## config.mk

```make
export PLATFORM = sky130hd
export DESIGN_NAME = rbeb_rx_backend
export DESIGN_NICKNAME = d
export VERILOG_FILES = /design/src/logic/rbeb_pkg.sv /design/src/logic/rbeb_elastic_buf.sv /design/src/logic/rbeb_rx_backend.sv
export SDC_FILE = /design/constraint.sdc
export NUM_CORES = 1
export LEC_CHECK = 0
export BUFFER_PORTS_ARGS = -buffer_cell sky130_fd_sc_hd__buf_2
export CAP_MARGIN = 20
export CORE_MARGIN = 2
export CORE_UTILIZATION = 40
export CTS_BUF_LIST = sky130_fd_sc_hd__clkbuf_8 sky130_fd_sc_hd__clkbuf_16
export CTS_CLUSTER_DIAMETER = 40
export DETAILED_ROUTE_END_ITERATION = 10
export GPL_ROUTABILITY_DRIVEN = 0
export PLACE_DENSITY_LB_ADDON = 0.08
export SLEW_MARGIN = 20
export SYNTH_ARGS = -nofsm -noshare
export SYNTH_HDL_FRONTEND = slang
export SYNTH_HIERARCHICAL = 1
export SYNTH_SLANG_ARGS = --single-unit
export TNS_END_PERCENT = 1
```

## constraint.sdc

```tcl
create_clock -name clk -period 4.6 [get_ports clk]
set_input_delay 0.46 -clock clk [delete_from_list [all_inputs] [get_ports clk]]
set_output_delay 0.46 -clock clk [all_outputs]
set_load 0.01 [all_outputs]
```

## src/logic/rbeb_pkg.sv

```systemverilog
// Package: constants, states and carriers of the receive back-end
// Function
// - With latch enable high, a low channel-enable input enables that self-test.
// - Latch enable falling captures the enables; held until it rises again.
// - Test reset presets every self-test latch bit high, disabling self-test.
// - Enabled self-test runs a 511-character LFSR sequence matching the transmitter.
// - First recognised enable presets the LFSR to start code D0.0, once per loop.
// - Synchronised receiver compares each character, reports on status bits.
// - Expected violations and disparity errors raise no error status.
// - Loop completion shows 010b or 100b for one character, decoder mode regardless.
// - Invalid exceeding valid by 16 aborts, resets LFSR, hunts for start again.
// - Each channel has an elastic buffer at least 10 deep, 12 bits wide.
// - Buffer written by own recovered clock, read by configured clock source.
// - Decoder bypass bypasses the buffers; clock select must then be mid.
// - Mode bits: LL/LH independent, HL/HH bonded; low bit picks status set.
// - Clock select low: reference clocking, B clock high-Z, A and C reference.
// - K28.5 insertion or framing deletion only with a framing character buffered.
// - Clock select mid: own recovered clock, buffer bypassed, no slips.
// - Clock select high: chosen recovered clock on A; slips only for alignment. Here slipEn is ckLow only, so no slips occur.
// - Bonded not with mid; slips happen together, governed by master channel.
// - Bonded-clock select picks master and A clock: 0 channel A, 1 channel B.
package rbeb_pkg;
  localparam int          NUM_CH      = 2;
  localparam int          EB_DEPTH    = 10;
  localparam int          EB_WIDTH    = 12;
  localparam logic [4:0]  ERR_LIMIT   = 5'h10;
  localparam logic [8:0]  LFSR_START  = 9'h100;
  localparam logic [7:0]  D00_CODE    = 8'h00;
  localparam logic [7:0]  K285_CODE   = 8'hbc;
  // Register map
  localparam logic [11:0] ADDR_CTRL   = 12'h000;
  localparam logic [11:0] ADDR_STAT   = 12'h004;
  localparam int          CTRL_MODE   = 0;
  localparam int          CTRL_CKSEL  = 2;
  localparam int          CTRL_BYP    = 4;
  localparam int          CTRL_MSEL   = 5;
  localparam logic [5:0]  CTRL_RESET  = 6'h04;
  localparam int          STAT_RUN    = 0;
  localparam int          STAT_FILL   = 2;
  localparam int          STAT_LATCH  = 4;
  // Clock select codes
  localparam logic [1:0]  CKSEL_LOW   = 2'h0;
  localparam logic [1:0]  CKSEL_MID   = 2'h1;
  localparam logic [1:0]  CKSEL_HIGH  = 2'h2;
  // Receive status codes
  localparam logic [2:0]  ST_DATA     = 3'h0;
  localparam logic [2:0]  ST_SPECIAL  = 3'h1;
  localparam logic [2:0]  ST_LOOP_A   = 3'h2;
  localparam logic [2:0]  ST_VIOL     = 3'h3;
  localparam logic [2:0]  ST_LOOP_B   = 3'h4;
  localparam logic [2:0]  ST_WAIT     = 3'h5;
  localparam logic [2:0]  ST_BIST_ERR = 3'h6;

  typedef enum logic [2:0] {
    BIST_OFF  = 3'h1,
    BIST_HUNT = 3'h2,
    BIST_RUN  = 3'h4
  } rbeb_bist_e;

  typedef struct packed {
    logic       valid;
    logic       kchar;
    logic       viol;
    logic [7:0] data;
  } rbeb_char_s;

  typedef struct packed {
    logic       parity;
    logic [2:0] status;
    logic [7:0] data;
  } rbeb_entry_s;
endpackage

```

## src/logic/rbeb_elastic_buf.sv

```systemverilog
// Elasticity buffer of one receive channel
`timescale 1ns/1ns
module rbeb_elastic_buf #(
  parameter int DEPTH = rbeb_pkg::EB_DEPTH
) (
  // Clock and reset
  input  wire logic                  clk,
  input  wire logic                  rstn,
  // Write side
  input  wire logic                  wrValid,
  input  wire rbeb_pkg::rbeb_entry_s wrEntry,
  // Read side
  input  wire logic                  rdTick,
  output rbeb_pkg::rbeb_entry_s      rdEntry,
  // Slip control
  input  wire logic                  slipEn,
  input  wire logic                  useForce,
  input  wire logic                  forceIns,
  input  wire logic                  forceDel,
  output logic                       wantIns,
  output logic                       wantDel,
  output logic                       filling
);
  localparam int PW = $clog2(DEPTH);
  localparam int CW = $clog2(DEPTH + 1);
  localparam logic [CW-1:0] HALF = CW'(DEPTH / 2);
  localparam logic [CW-1:0] FULL = CW'(DEPTH);
  localparam rbeb_pkg::rbeb_entry_s FILL = '{parity: ~^rbeb_pkg::K285_CODE,
    status: rbeb_pkg::ST_SPECIAL, data: rbeb_pkg::K285_CODE};

  logic [rbeb_pkg::EB_WIDTH-1:0] mem [DEPTH];
  logic [PW-1:0] wrPtr_reg;
  logic [PW-1:0] rdPtr_reg;
  logic [CW-1:0] count_reg;
  logic          filling_reg;
  logic          lost_reg;
  logic          headFrame, wrFrame, doIns, doDel, doWr, doRd;
  logic          overflow, underflow, recentre;
  rbeb_pkg::rbeb_entry_s head;

  function automatic logic [PW-1:0] incPtr(input logic [PW-1:0] p);
    return (p == PW'(DEPTH - 1)) ? '0 : PW'(p + 1'b1);
  endfunction

  assign head      = mem[rdPtr_reg];
  assign headFrame = (count_reg != '0) && head.data == rbeb_pkg::K285_CODE
                     && head.status == rbeb_pkg::ST_SPECIAL;
  assign wrFrame   = wrEntry.data == rbeb_pkg::K285_CODE
                     && wrEntry.status == rbeb_pkg::ST_SPECIAL;
  // Slips only near the water marks and only around framing characters
  assign wantIns   = slipEn && rdTick && !filling_reg && headFrame
                     && count_reg < 3;
  assign wantDel   = slipEn && wrValid && wrFrame && headFrame
                     && count_reg > CW'(DEPTH - 3);
  assign doIns     = useForce ? forceIns : wantIns;
  assign doDel     = useForce ? forceDel : wantDel;
  assign doWr      = wrValid && !doDel && count_reg != FULL;
  assign doRd      = rdTick && !filling_reg && !doIns && count_reg != '0;
  assign overflow  = wrValid && !doDel && count_reg == FULL;
  assign underflow = rdTick && !filling_reg && count_reg == '0;
  assign recentre  = lost_reg && wrValid && wrFrame;
  assign rdEntry   = (filling_reg || doIns || count_reg == '0) ? FILL : head;
  assign filling   = filling_reg;

  always_ff @(posedge clk) begin
    if (doWr || recentre) begin
      mem[wrPtr_reg] <= wrEntry;
    end
  end

  // Reset starts in fill, so the buffer comes up centred
  always_ff @(posedge clk) begin
    if (!rstn) begin
      wrPtr_reg   <= '0;
      rdPtr_reg   <= '0;
      count_reg   <= '0;
      filling_reg <= 1'b1;
      lost_reg    <= 1'b0;
    end else if (recentre) begin
      rdPtr_reg   <= wrPtr_reg;
      wrPtr_reg   <= incPtr(wrPtr_reg);
      count_reg   <= CW'(1);
      filling_reg <= 1'b1;
      lost_reg    <= 1'b0;
    end else begin
      if (doWr) wrPtr_reg <= incPtr(wrPtr_reg);
      if (doRd) rdPtr_reg <= incPtr(rdPtr_reg);
      count_reg <= CW'(count_reg + CW'(doWr) - CW'(doRd));
      if (overflow || underflow) lost_reg <= 1'b1;
      if (count_reg >= HALF) filling_reg <= 1'b0;
    end
  end

  lost_flag_a: assert property (@(posedge clk) disable iff (!rstn)
    overflow && !recentre |=> lost_reg)
    else $error("overflow not flagged for re-centre");
endmodule // rbeb_elastic_buf

```

## src/logic/rbeb_rx_backend.sv

```systemverilog
// Receive self-test checker, elasticity buffers and clock-mode selection
//
// Chosen here: the address map and the APB register port.
`timescale 1ns/1ns
module rbeb_rx_backend #(
  parameter int NCH   = rbeb_pkg::NUM_CH,
  parameter int DEPTH = rbeb_pkg::EB_DEPTH
) (
  // Clock and reset
  input  wire logic                  clk,
  input  wire logic                  rstn,
  // APB slave
  input  wire logic [11:0]           paddr,
  input  wire logic                  psel,
  input  wire logic                  penable,
  input  wire logic                  pwrite,
  input  wire logic [31:0]           pwdata,
  output logic      [31:0]           prdata,
  output logic                       pready,
  output logic                       pslverr,
  // Self-test enable pins
  input  wire logic [3:0]            channelEnableInputs,
  input  wire logic                  selftestLatchEnable,
  // Decoded characters, one valid per recovered character clock
  input  wire rbeb_pkg::rbeb_char_s  rxChar [NCH],
  input  wire logic                  referenceClockTick,
  // Output registers
  output rbeb_pkg::rbeb_entry_s      outEntry [NCH],
  output logic [NCH-1:0]             outStrobe,
  // Clock outputs as character-rate strobes
  output logic                       recoveredClockOutA,
  output logic                       recoveredClockOutB,
  output logic                       recoveredClockOutBOe,
  output logic                       recoveredClockOutC
);
  // ------------------------------------------------------------
  // Control register and mode decode
  // ------------------------------------------------------------
  logic [5:0]     ctrl_reg;
  logic [3:0]     enLatch_reg;
  logic [3:0]     enEff;
  logic [1:0]     modeSel, cksel;
  logic           setB, bonded, decBypass, msel, ebBypass;
  logic           ckLow, ckHigh, ckMid, rdTick;
  logic [NCH-1:0] wantIns, wantDel, filling, bistRun;
  rbeb_pkg::rbeb_entry_s wrEntry [NCH];
  rbeb_pkg::rbeb_entry_s rdEntry [NCH];

  assign modeSel   = ctrl_reg[rbeb_pkg::CTRL_MODE +: 2];
  assign cksel     = ctrl_reg[rbeb_pkg::CTRL_CKSEL +: 2];
  assign decBypass = ctrl_reg[rbeb_pkg::CTRL_BYP];
  assign msel      = ctrl_reg[rbeb_pkg::CTRL_MSEL];
  assign ckLow     = cksel == rbeb_pkg::CKSEL_LOW;
  assign ckHigh    = cksel == rbeb_pkg::CKSEL_HIGH;
  // Unused code 3 falls back to the safe per-channel clocking
  assign ckMid     = !ckLow && !ckHigh;
  assign setB      = modeSel[0];
  // Bonding has no meaning without a buffer to align in
  assign bonded    = modeSel[1] && !ckMid && !decBypass;
  assign ebBypass  = decBypass || ckMid;
  // Read clock: reference tick or the chosen recovered clock
  assign rdTick    = ckLow ? referenceClockTick
                           : rxChar[msel].valid;

  // ------------------------------------------------------------
  // Self-test enable latch
  // ------------------------------------------------------------
  // Transparent while the latch enable is high, frozen once it falls
  assign enEff = selftestLatchEnable ? channelEnableInputs
                                     : enLatch_reg;

  always_ff @(posedge clk) begin
    if (!rstn) begin
      enLatch_reg <= 4'hf;
    end else if (selftestLatchEnable) begin
      enLatch_reg <= channelEnableInputs;
    end
  end

  // ------------------------------------------------------------
  // APB slave, zero wait states
  // ------------------------------------------------------------
  always_ff @(posedge clk) begin
    if (!rstn) begin
      ctrl_reg <= rbeb_pkg::CTRL_RESET;
    end else if (psel && penable && pwrite
                 && paddr == rbeb_pkg::ADDR_CTRL) begin
      ctrl_reg <= pwdata[5:0];
    end
  end

  // Read data is fetched in the setup cycle so it leaves a flop
  always_ff @(posedge clk) begin
    if (!rstn) begin
      prdata  <= '0;
      pready  <= 1'b0;
      pslverr <= 1'b0;
    end else begin
      pready <= 1'b1;
      if (psel && !penable) begin
        prdata  <= '0;
        pslverr <= 1'b0;
        case (paddr)
          rbeb_pkg::ADDR_CTRL: prdata[5:0] <= ctrl_reg;
          rbeb_pkg::ADDR_STAT: begin
            prdata[rbeb_pkg::STAT_RUN +: 2]   <= bistRun[1:0];
            prdata[rbeb_pkg::STAT_FILL +: 2]  <= filling[1:0];
            prdata[rbeb_pkg::STAT_LATCH +: 4] <= enEff;
          end
          default: pslverr <= 1'b1;
        endcase
      end
    end
  end

  // ------------------------------------------------------------
  // Clock outputs
  // ------------------------------------------------------------
  always_ff @(posedge clk) begin
    if (!rstn) begin
      recoveredClockOutA   <= 1'b0;
      recoveredClockOutB   <= 1'b0;
      recoveredClockOutBOe <= 1'b0;
      recoveredClockOutC   <= 1'b0;
    end else begin
      recoveredClockOutA   <= ckMid ? rxChar[0].valid : rdTick;
      recoveredClockOutB   <= ckMid && rxChar[1].valid;
      recoveredClockOutBOe <= ckMid;
      recoveredClockOutC   <= ckLow && referenceClockTick;
    end
  end

  // ------------------------------------------------------------
  // Per-channel checker, buffer and output register
  // ------------------------------------------------------------
  for (genvar c = 0; c < NCH; c++) begin : g_ch
    rbeb_pkg::rbeb_bist_e state_reg;
    rbeb_pkg::rbeb_char_s ch;
    logic [8:0] lfsr_reg;
    logic [8:0] lfsrStep;
    logic [4:0] errDiff_reg;
    logic [2:0] status;
    logic       bistEn, expK, expViol, match, lastStep, isStart;
    logic       useForce;

    assign ch       = rxChar[c];
    assign bistEn   = !enEff[c];
    assign bistRun[c] = state_reg == rbeb_pkg::BIST_RUN;
    // x^9 + x^5 + 1, maximal length: 511 states
    assign lfsrStep = {lfsr_reg[7:0], lfsr_reg[8] ^ lfsr_reg[4]};
    assign expK     = lfsr_reg[8] & lfsr_reg[0];
    assign expViol  = expK && lfsr_reg[7:4] == 4'hf;
    // An expected violation passes as long as one arrives
    assign match    = expViol ? ch.viol
                    : !ch.viol && ch.kchar == expK
                      && ch.data == lfsr_reg[7:0];
    assign lastStep = lfsrStep == rbeb_pkg::LFSR_START;
    assign isStart  = !ch.viol && !ch.kchar
                      && ch.data == rbeb_pkg::D00_CODE;
    assign useForce = bonded && c != int'(msel);

    always_ff @(posedge clk) begin
      if (!rstn || !bistEn) begin
        state_reg   <= rbeb_pkg::BIST_OFF;
        lfsr_reg    <= rbeb_pkg::LFSR_START;
        errDiff_reg <= '0;
      end else begin
        case (state_reg)
          rbeb_pkg::BIST_OFF: begin
            state_reg   <= rbeb_pkg::BIST_HUNT;
            lfsr_reg    <= rbeb_pkg::LFSR_START;
            errDiff_reg <= '0;
          end
          rbeb_pkg::BIST_HUNT: begin
            if (ch.valid && isStart) begin
              state_reg <= rbeb_pkg::BIST_RUN;
              lfsr_reg  <= lfsrStep;
            end
          end
          rbeb_pkg::BIST_RUN: begin
            if (ch.valid) begin
              if (match) begin
                lfsr_reg <= lfsrStep;
                if (errDiff_reg != '0) errDiff_reg <= 5'(errDiff_reg - 1'b1);
              end else if (errDiff_reg == 5'(rbeb_pkg::ERR_LIMIT - 1'b1)) begin
                state_reg   <= rbeb_pkg::BIST_HUNT;
                lfsr_reg    <= rbeb_pkg::LFSR_START;
                errDiff_reg <= '0;
              end else begin
                lfsr_reg    <= lfsrStep;
                errDiff_reg <= 5'(errDiff_reg + 1'b1);
              end
            end
          end
          default: state_reg <= rbeb_pkg::BIST_OFF;
        endcase
      end
    end

    always_comb begin
      status = ch.viol ? rbeb_pkg::ST_VIOL
             : ch.kchar ? rbeb_pkg::ST_SPECIAL : rbeb_pkg::ST_DATA;
      if (state_reg == rbeb_pkg::BIST_HUNT) begin
        status = rbeb_pkg::ST_WAIT;
      end else if (state_reg == rbeb_pkg::BIST_RUN) begin
        if (!match) begin
          status = rbeb_pkg::ST_BIST_ERR;
        end else if (lastStep) begin
          status = setB ? rbeb_pkg::ST_LOOP_B
                        : rbeb_pkg::ST_LOOP_A;
        end else begin
          status = ch.kchar ? rbeb_pkg::ST_SPECIAL
                            : rbeb_pkg::ST_DATA;
        end
      end
    end

    assign wrEntry[c] = '{parity: ~^ch.data, status: status, data: ch.data};

    rbeb_elastic_buf #(
      .DEPTH    (DEPTH)
    ) u_buf (
      .clk      (clk),
      .rstn     (rstn),
      .wrValid  (ch.valid && !ebBypass),
      .wrEntry  (wrEntry[c]),
      .rdTick   (rdTick && !ebBypass),
      .rdEntry  (rdEntry[c]),
      .slipEn   (ckLow),
      .useForce (useForce),
      .forceIns (wantIns[msel]),
      .forceDel (wantDel[msel]),
      .wantIns  (wantIns[c]),
      .wantDel  (wantDel[c]),
      .filling  (filling[c])
    );

    always_ff @(posedge clk) begin
      if (!rstn) begin
        outEntry[c]  <= '0;
        outStrobe[c] <= 1'b0;
      end else if (ebBypass) begin
        outStrobe[c] <= ch.valid;
        if (ch.valid) outEntry[c] <= wrEntry[c];
      end else begin
        outStrobe[c] <= rdTick;
        if (rdTick) outEntry[c] <= rdEntry[c];
      end
    end

    bist_preset_a: assert property (@(posedge clk) disable iff (!rstn)
      state_reg == rbeb_pkg::BIST_OFF && bistEn
      |=> state_reg == rbeb_pkg::BIST_HUNT
          && lfsr_reg == rbeb_pkg::LFSR_START)
      else $error("self-test start not preset");
    bist_abort_a: assert property (@(posedge clk) disable iff (!rstn)
      bistEn && state_reg == rbeb_pkg::BIST_RUN && ch.valid && !match
      && errDiff_reg == 5'h0f
      |=> state_reg == rbeb_pkg::BIST_HUNT && errDiff_reg == 5'h00)
      else $error("checker did not abort at 16");
    viol_quiet_a: assert property (@(posedge clk) disable iff (!rstn)
      state_reg == rbeb_pkg::BIST_RUN && ch.valid && expViol && ch.viol
      |-> status != rbeb_pkg::ST_BIST_ERR)
      else $error("expected violation flagged as error");
    loop_code_a: assert property (@(posedge clk) disable iff (!rstn)
      state_reg == rbeb_pkg::BIST_RUN && ch.valid && match && lastStep
      |-> status == (setB ? 3'h4 : 3'h2))
      else $error("loop completion code wrong");
    bypass_out_a: assert property (@(posedge clk) disable iff (!rstn)
      ebBypass && ch.valid ##1 ebBypass
      |-> outStrobe[c] && outEntry[c] == $past(wrEntry[c]))
      else $error("bypass output not from own stream");
    loop_seen_c: cover property (@(posedge clk) disable iff (!rstn)
      state_reg == rbeb_pkg::BIST_RUN && ch.valid && match && lastStep);
    abort_seen_c: cover property (@(posedge clk) disable iff (!rstn)
      state_reg == rbeb_pkg::BIST_RUN ##1 state_reg == rbeb_pkg::BIST_HUNT);
    insert_seen_c: cover property (@(posedge clk) disable iff (!rstn)
      wantIns[c] && !ebBypass);
  end

  latch_reset_a: assert property (@(posedge clk)
    !rstn |=> enLatch_reg == 4'hf)
    else $error("self-test latch not preset by reset");
  latch_hold_a: assert property (@(posedge clk) disable iff (!rstn)
    !selftestLatchEnable ##1 !selftestLatchEnable |-> $stable(enLatch_reg))
    else $error("self-test latch changed while closed");
  clkb_hiz_a: assert property (@(posedge clk) disable iff (!rstn)
    ckLow ##1 ckLow |-> !recoveredClockOutBOe
      && recoveredClockOutA == $past(referenceClockTick))
    else $error("reference clocking outputs wrong");
  master_clk_a: assert property (@(posedge clk) disable iff (!rstn)
    ckHigh ##1 ckHigh |-> recoveredClockOutA == $past(rxChar[msel].valid))
    else $error("clock A not from selected channel");
endmodule // rbeb_rx_backend
```

==> flow_metrics.env <==
export IMPL_status="finished, final reports clean"
export IMPL_stdcell_count=2130
export IMPL_tightest_slew_ns=0.773
export IMPL_wl_met2_um=18600
export IMPL_dieHeight_um=208
export IMPL_path_class="reg2reg"
export IMPL_synth_edf_count=240
export IMPL_arrival_ns=4.80
export IMPL_max_stage_delay_ns=0.54
export IMPL_cts_buffer_depth=3
export IMPL_grt_util_all_layers_pct=19.5
export IMPL_antenna_found_initial=0
export IMPL_netlist_area_mm2=0.0166
export IMPL_clk_latency_ns=0.59
export IMPL_yosys_warnings=6
export IMPL_h_tree_depth=2
export IMPL_drive_gt1_share_pct=22.3
export IMPL_ys_flop_type="edfxtp_1"
export IMPL_area_delta_synth_final_pct=21.7
export IMPL_dr_pass1_iters=4
export IMPL_slew_viol_final=0
export IMPL_min_path_cells=3
export IMPL_synth_seq_cells=360
export IMPL_initial_core_util_pct=40.6
export IMPL_grt_ovfl_total=0
export IMPL_max_freq_mhz=232
export IMPL_avgViaCountPerCell=5.38
export IMPL_setup_ws_ns=0.286
export IMPL_start_kind="register"
export IMPL_cts_buffers=51
export IMPL_final_common_cell="edfxtp_1"
export IMPL_met1Wirelength_um=20500
export IMPL_hold_viol_final=0
export IMPL_pin_count=141
export IMPL_finalSetupTns_ns=0
export IMPL_clk_pin_slew_ns=0.06
export IMPL_min_period_over_period_pct=93.8
export IMPL_reg2reg_slack_ns=0.29
export IMPL_grt_max_degree=48
export IMPL_rsz0062_at_grt="false"
export IMPL_maxSlewHeadroom_pct=48.5
export IMPL_dieArea_mm2=0.0431
export IMPL_diodes=0
export IMPL_post_drt_wl_per_cell_um=19.9
export IMPL_p_per_area_mw_per_mm2=386
export IMPL_largest_reg_flops=240
export IMPL_detail_route_antenna_nets=0
export IMPL_min_from="pwdata[2]"
export IMPL_hold_path_class="in2reg"
export IMPL_nets=1663
export IMPL_max_cap_violations=0
export IMPL_r2r_cells=19
export IMPL_cts_tree="built"
export IMPL_synth_cell_type_count=79
export IMPL_wl_met3_um=2480
export IMPL_timing_rr_end="g_ch[0].u_buf/count_reg[1]"
export IMPL_ctsHoldBuffers=0
export IMPL_p_clk_share_pct=50.8
export IMPL_die_w_um=208
export IMPL_sw_frac_of_total_pct=22.7
export IMPL_io_buffers=90
export IMPL_fin_skew_ns=0.0199
export IMPL_drc=0
export IMPL_required_ns=5.08
export IMPL_vdd_drop_max_v=0.000233
export IMPL_dp_cells=2034
export IMPL_grt_pass1_wl_um=65500
export IMPL_numClockSinks=360
export IMPL_routed_wl_um=42400
export IMPL_period_minus_slack_ns=4.31
export IMPL_seqPwrFrac_pct=45.0
export IMPL_coreArea_mm2=0.0409
export IMPL_crit_path_start="g_ch[0].lfsr_reg[6]"
export IMPL_hold_end="ctrl_reg[2]"
export IMPL_end_kind="register"
export IMPL_dp_slack_ns=-0.158
export IMPL_power_frac_comb_pct=4.1
export IMPL_r2r_start="g_ch[0].lfsr_reg[6]"
export IMPL_grt_pass1_vias=11200
export IMPL_seq_area_frac_synth_pct=57.9
export IMPL_top_layer="met4"
export IMPL_path_cells="xor2_1 -> or4_4 -> or4_4 -> and2_4 -> o221a_2 -> nand4bb_1 -> nor3_1 -> buf_4 -> nand3_1 -> nor2_1 -> mux2_2 -> a21boi_0 -> buf_4 -> nand3_1 -> ha_1 -> inv_1 -> ha_1 -> fa_1 -> and3_1"
export IMPL_crit_fanout=5
export IMPL_syn_area_per_cell_um2=12.1
export IMPL_rows=74
export IMPL_clock_root_buffer="clkbuf_16"
export IMPL_setup_viol=0
export IMPL_hpwl_um=29300
export IMPL_p_leak_nw=7.27
export IMPL_p_switching_mw=1.77
export IMPL_internal_power_mw=6.03
export IMPL_layout_common_cells="edfxtp_1, dfxtp_1, mux2i_1"
export IMPL_dr_total_vias=11500
export IMPL_synthArstFlopShare_pct=0
export IMPL_nFillCells=3694
export IMPL_synth_cells=1375
export IMPL_dr_first_iter_drc_count=729
export IMPL_slowest_stage="or4_4"
## power groups by stage
stage                     Clock (mW)  Sequential, mW  Combinational (mW)
after global routing            4.19            3.52               0.353
after detailed placement           0            3.58               0.312
after global placement             0            3.58               0.309
after CTS                       4.06            3.51               0.314
final                           3.97            3.51               0.321
after floorplan                    0            3.58               0.163
## synthesized netlist by cell type, types with 11 or more instances
library cell,count,area (µm²)
dfxtp_1,120,2400
nand2b_1,21,131
mux4_2,12,270
edfxtp_1,240,7210
nand2_1,74,278
and2_1,14,87.6
nand4_1,28,175
mux2i_1,116,1160
a22o_1,16,140
a21oi_1,36,180
o211ai_1,18,135
clkbuf_1,47,176
ha_1,28,350
o211a_1,20,200
nor4_1,11,68.8
buf_4,34,255
nor2b_1,24,150
o21ai_0,30,150
nand3_1,30,150
a31oi_1,24,150
nor3_1,36,180
xnor2_1,29,254
a22oi_1,38,285
a31o_2,11,96.3
inv_1,54,203
nor2_1,93,349
## metrics by stage
step,power [mW],area [µm²],utilization [%],hold WS [ns]
after floorplan,3.75,16700,-,0.420
after global placement,3.89,18400,44.9,0.433
after detailed placement,3.89,18400,44.9,0.439
after CTS,7.89,20100,49.2,0.0443
after global routing,8.06,20200,49.3,0.0717
final,7.80,20200,49.3,0.0812
## per-layer routing
| layer | global-route usage, % | vias to the layer above |
|---|---|---|
| met3 | 3.66 | 69 |
| met4 | 6.11 | 0 |
| met5 | 0 | - |
| met1 | 28.5 | 5531 |
| li1 | - | 5546 |
| met2 | 29.4 | 305 |
## kinds of logic after synthesis
group / Yosys count / share of synthesized area [%]
mux: 136 / 9.17
simple gates: 405 / 13.0
xor+xnor: 34 / 1.79
other cells: 1 / 0.0226
buf+inv: 154 / 4.43
flops: 360 / 57.9
fa+ha+maj: 30 / 2.35
compound gates: 255 / 11.3
## worst max-delay path by stage
stage / endpoint / slack [ns]
2_1_floorplan: g_ch[1].u_buf/mem[2][0] / -0.38
3_3_place_gp: g_ch[0].u_buf/mem[9][11] / -0.08
3_5_place_dp: g_ch[0].u_buf/mem[8][11] / -0.16
4_1_cts: g_ch[1].u_buf/mem[8][7] / 0.004
5_1_grt: g_ch[1].u_buf/count_reg[3] / 0.009
6_report: g_ch[0].u_buf/count_reg[1] / 0.29
## final cells by class
cell class                 count  area (µm²)  area share (%)
tap                          532         666            3.30
clock buffer                  53        1300            6.46
clock inverter                42         443            2.19
sequential                   360        9610            47.6
inverter                      59         221            1.10
multi-input combinational    884        6480            32.1
timing repair buffer         200        1470            7.27
## critical path: cells and delay by family, from the launching register on
| kind | cells | cell delay, ns |
|---|---|---|
| and+or+nand+nor | 9 | 1.97 |
| DFF | 1 | 0.35 |
| adders and majority gates | 3 | 0.80 |
| xor gates and xnor gates | 1 | 0.16 |
| AOI/OAI and AO/OA | 2 | 0.37 |
| buffers and inverters | 3 | 0.38 |
| muxes | 1 | 0.17 |
## timing repair
action,in CTS,in global routing
resized for setup,2,6
buffers inserted,0,0
pin swaps,0,0
endpoints found under the setup margin,20,62
endpoints found under the hold margin,0,0
Note: power is estimated with default switching activity, not from simulation.
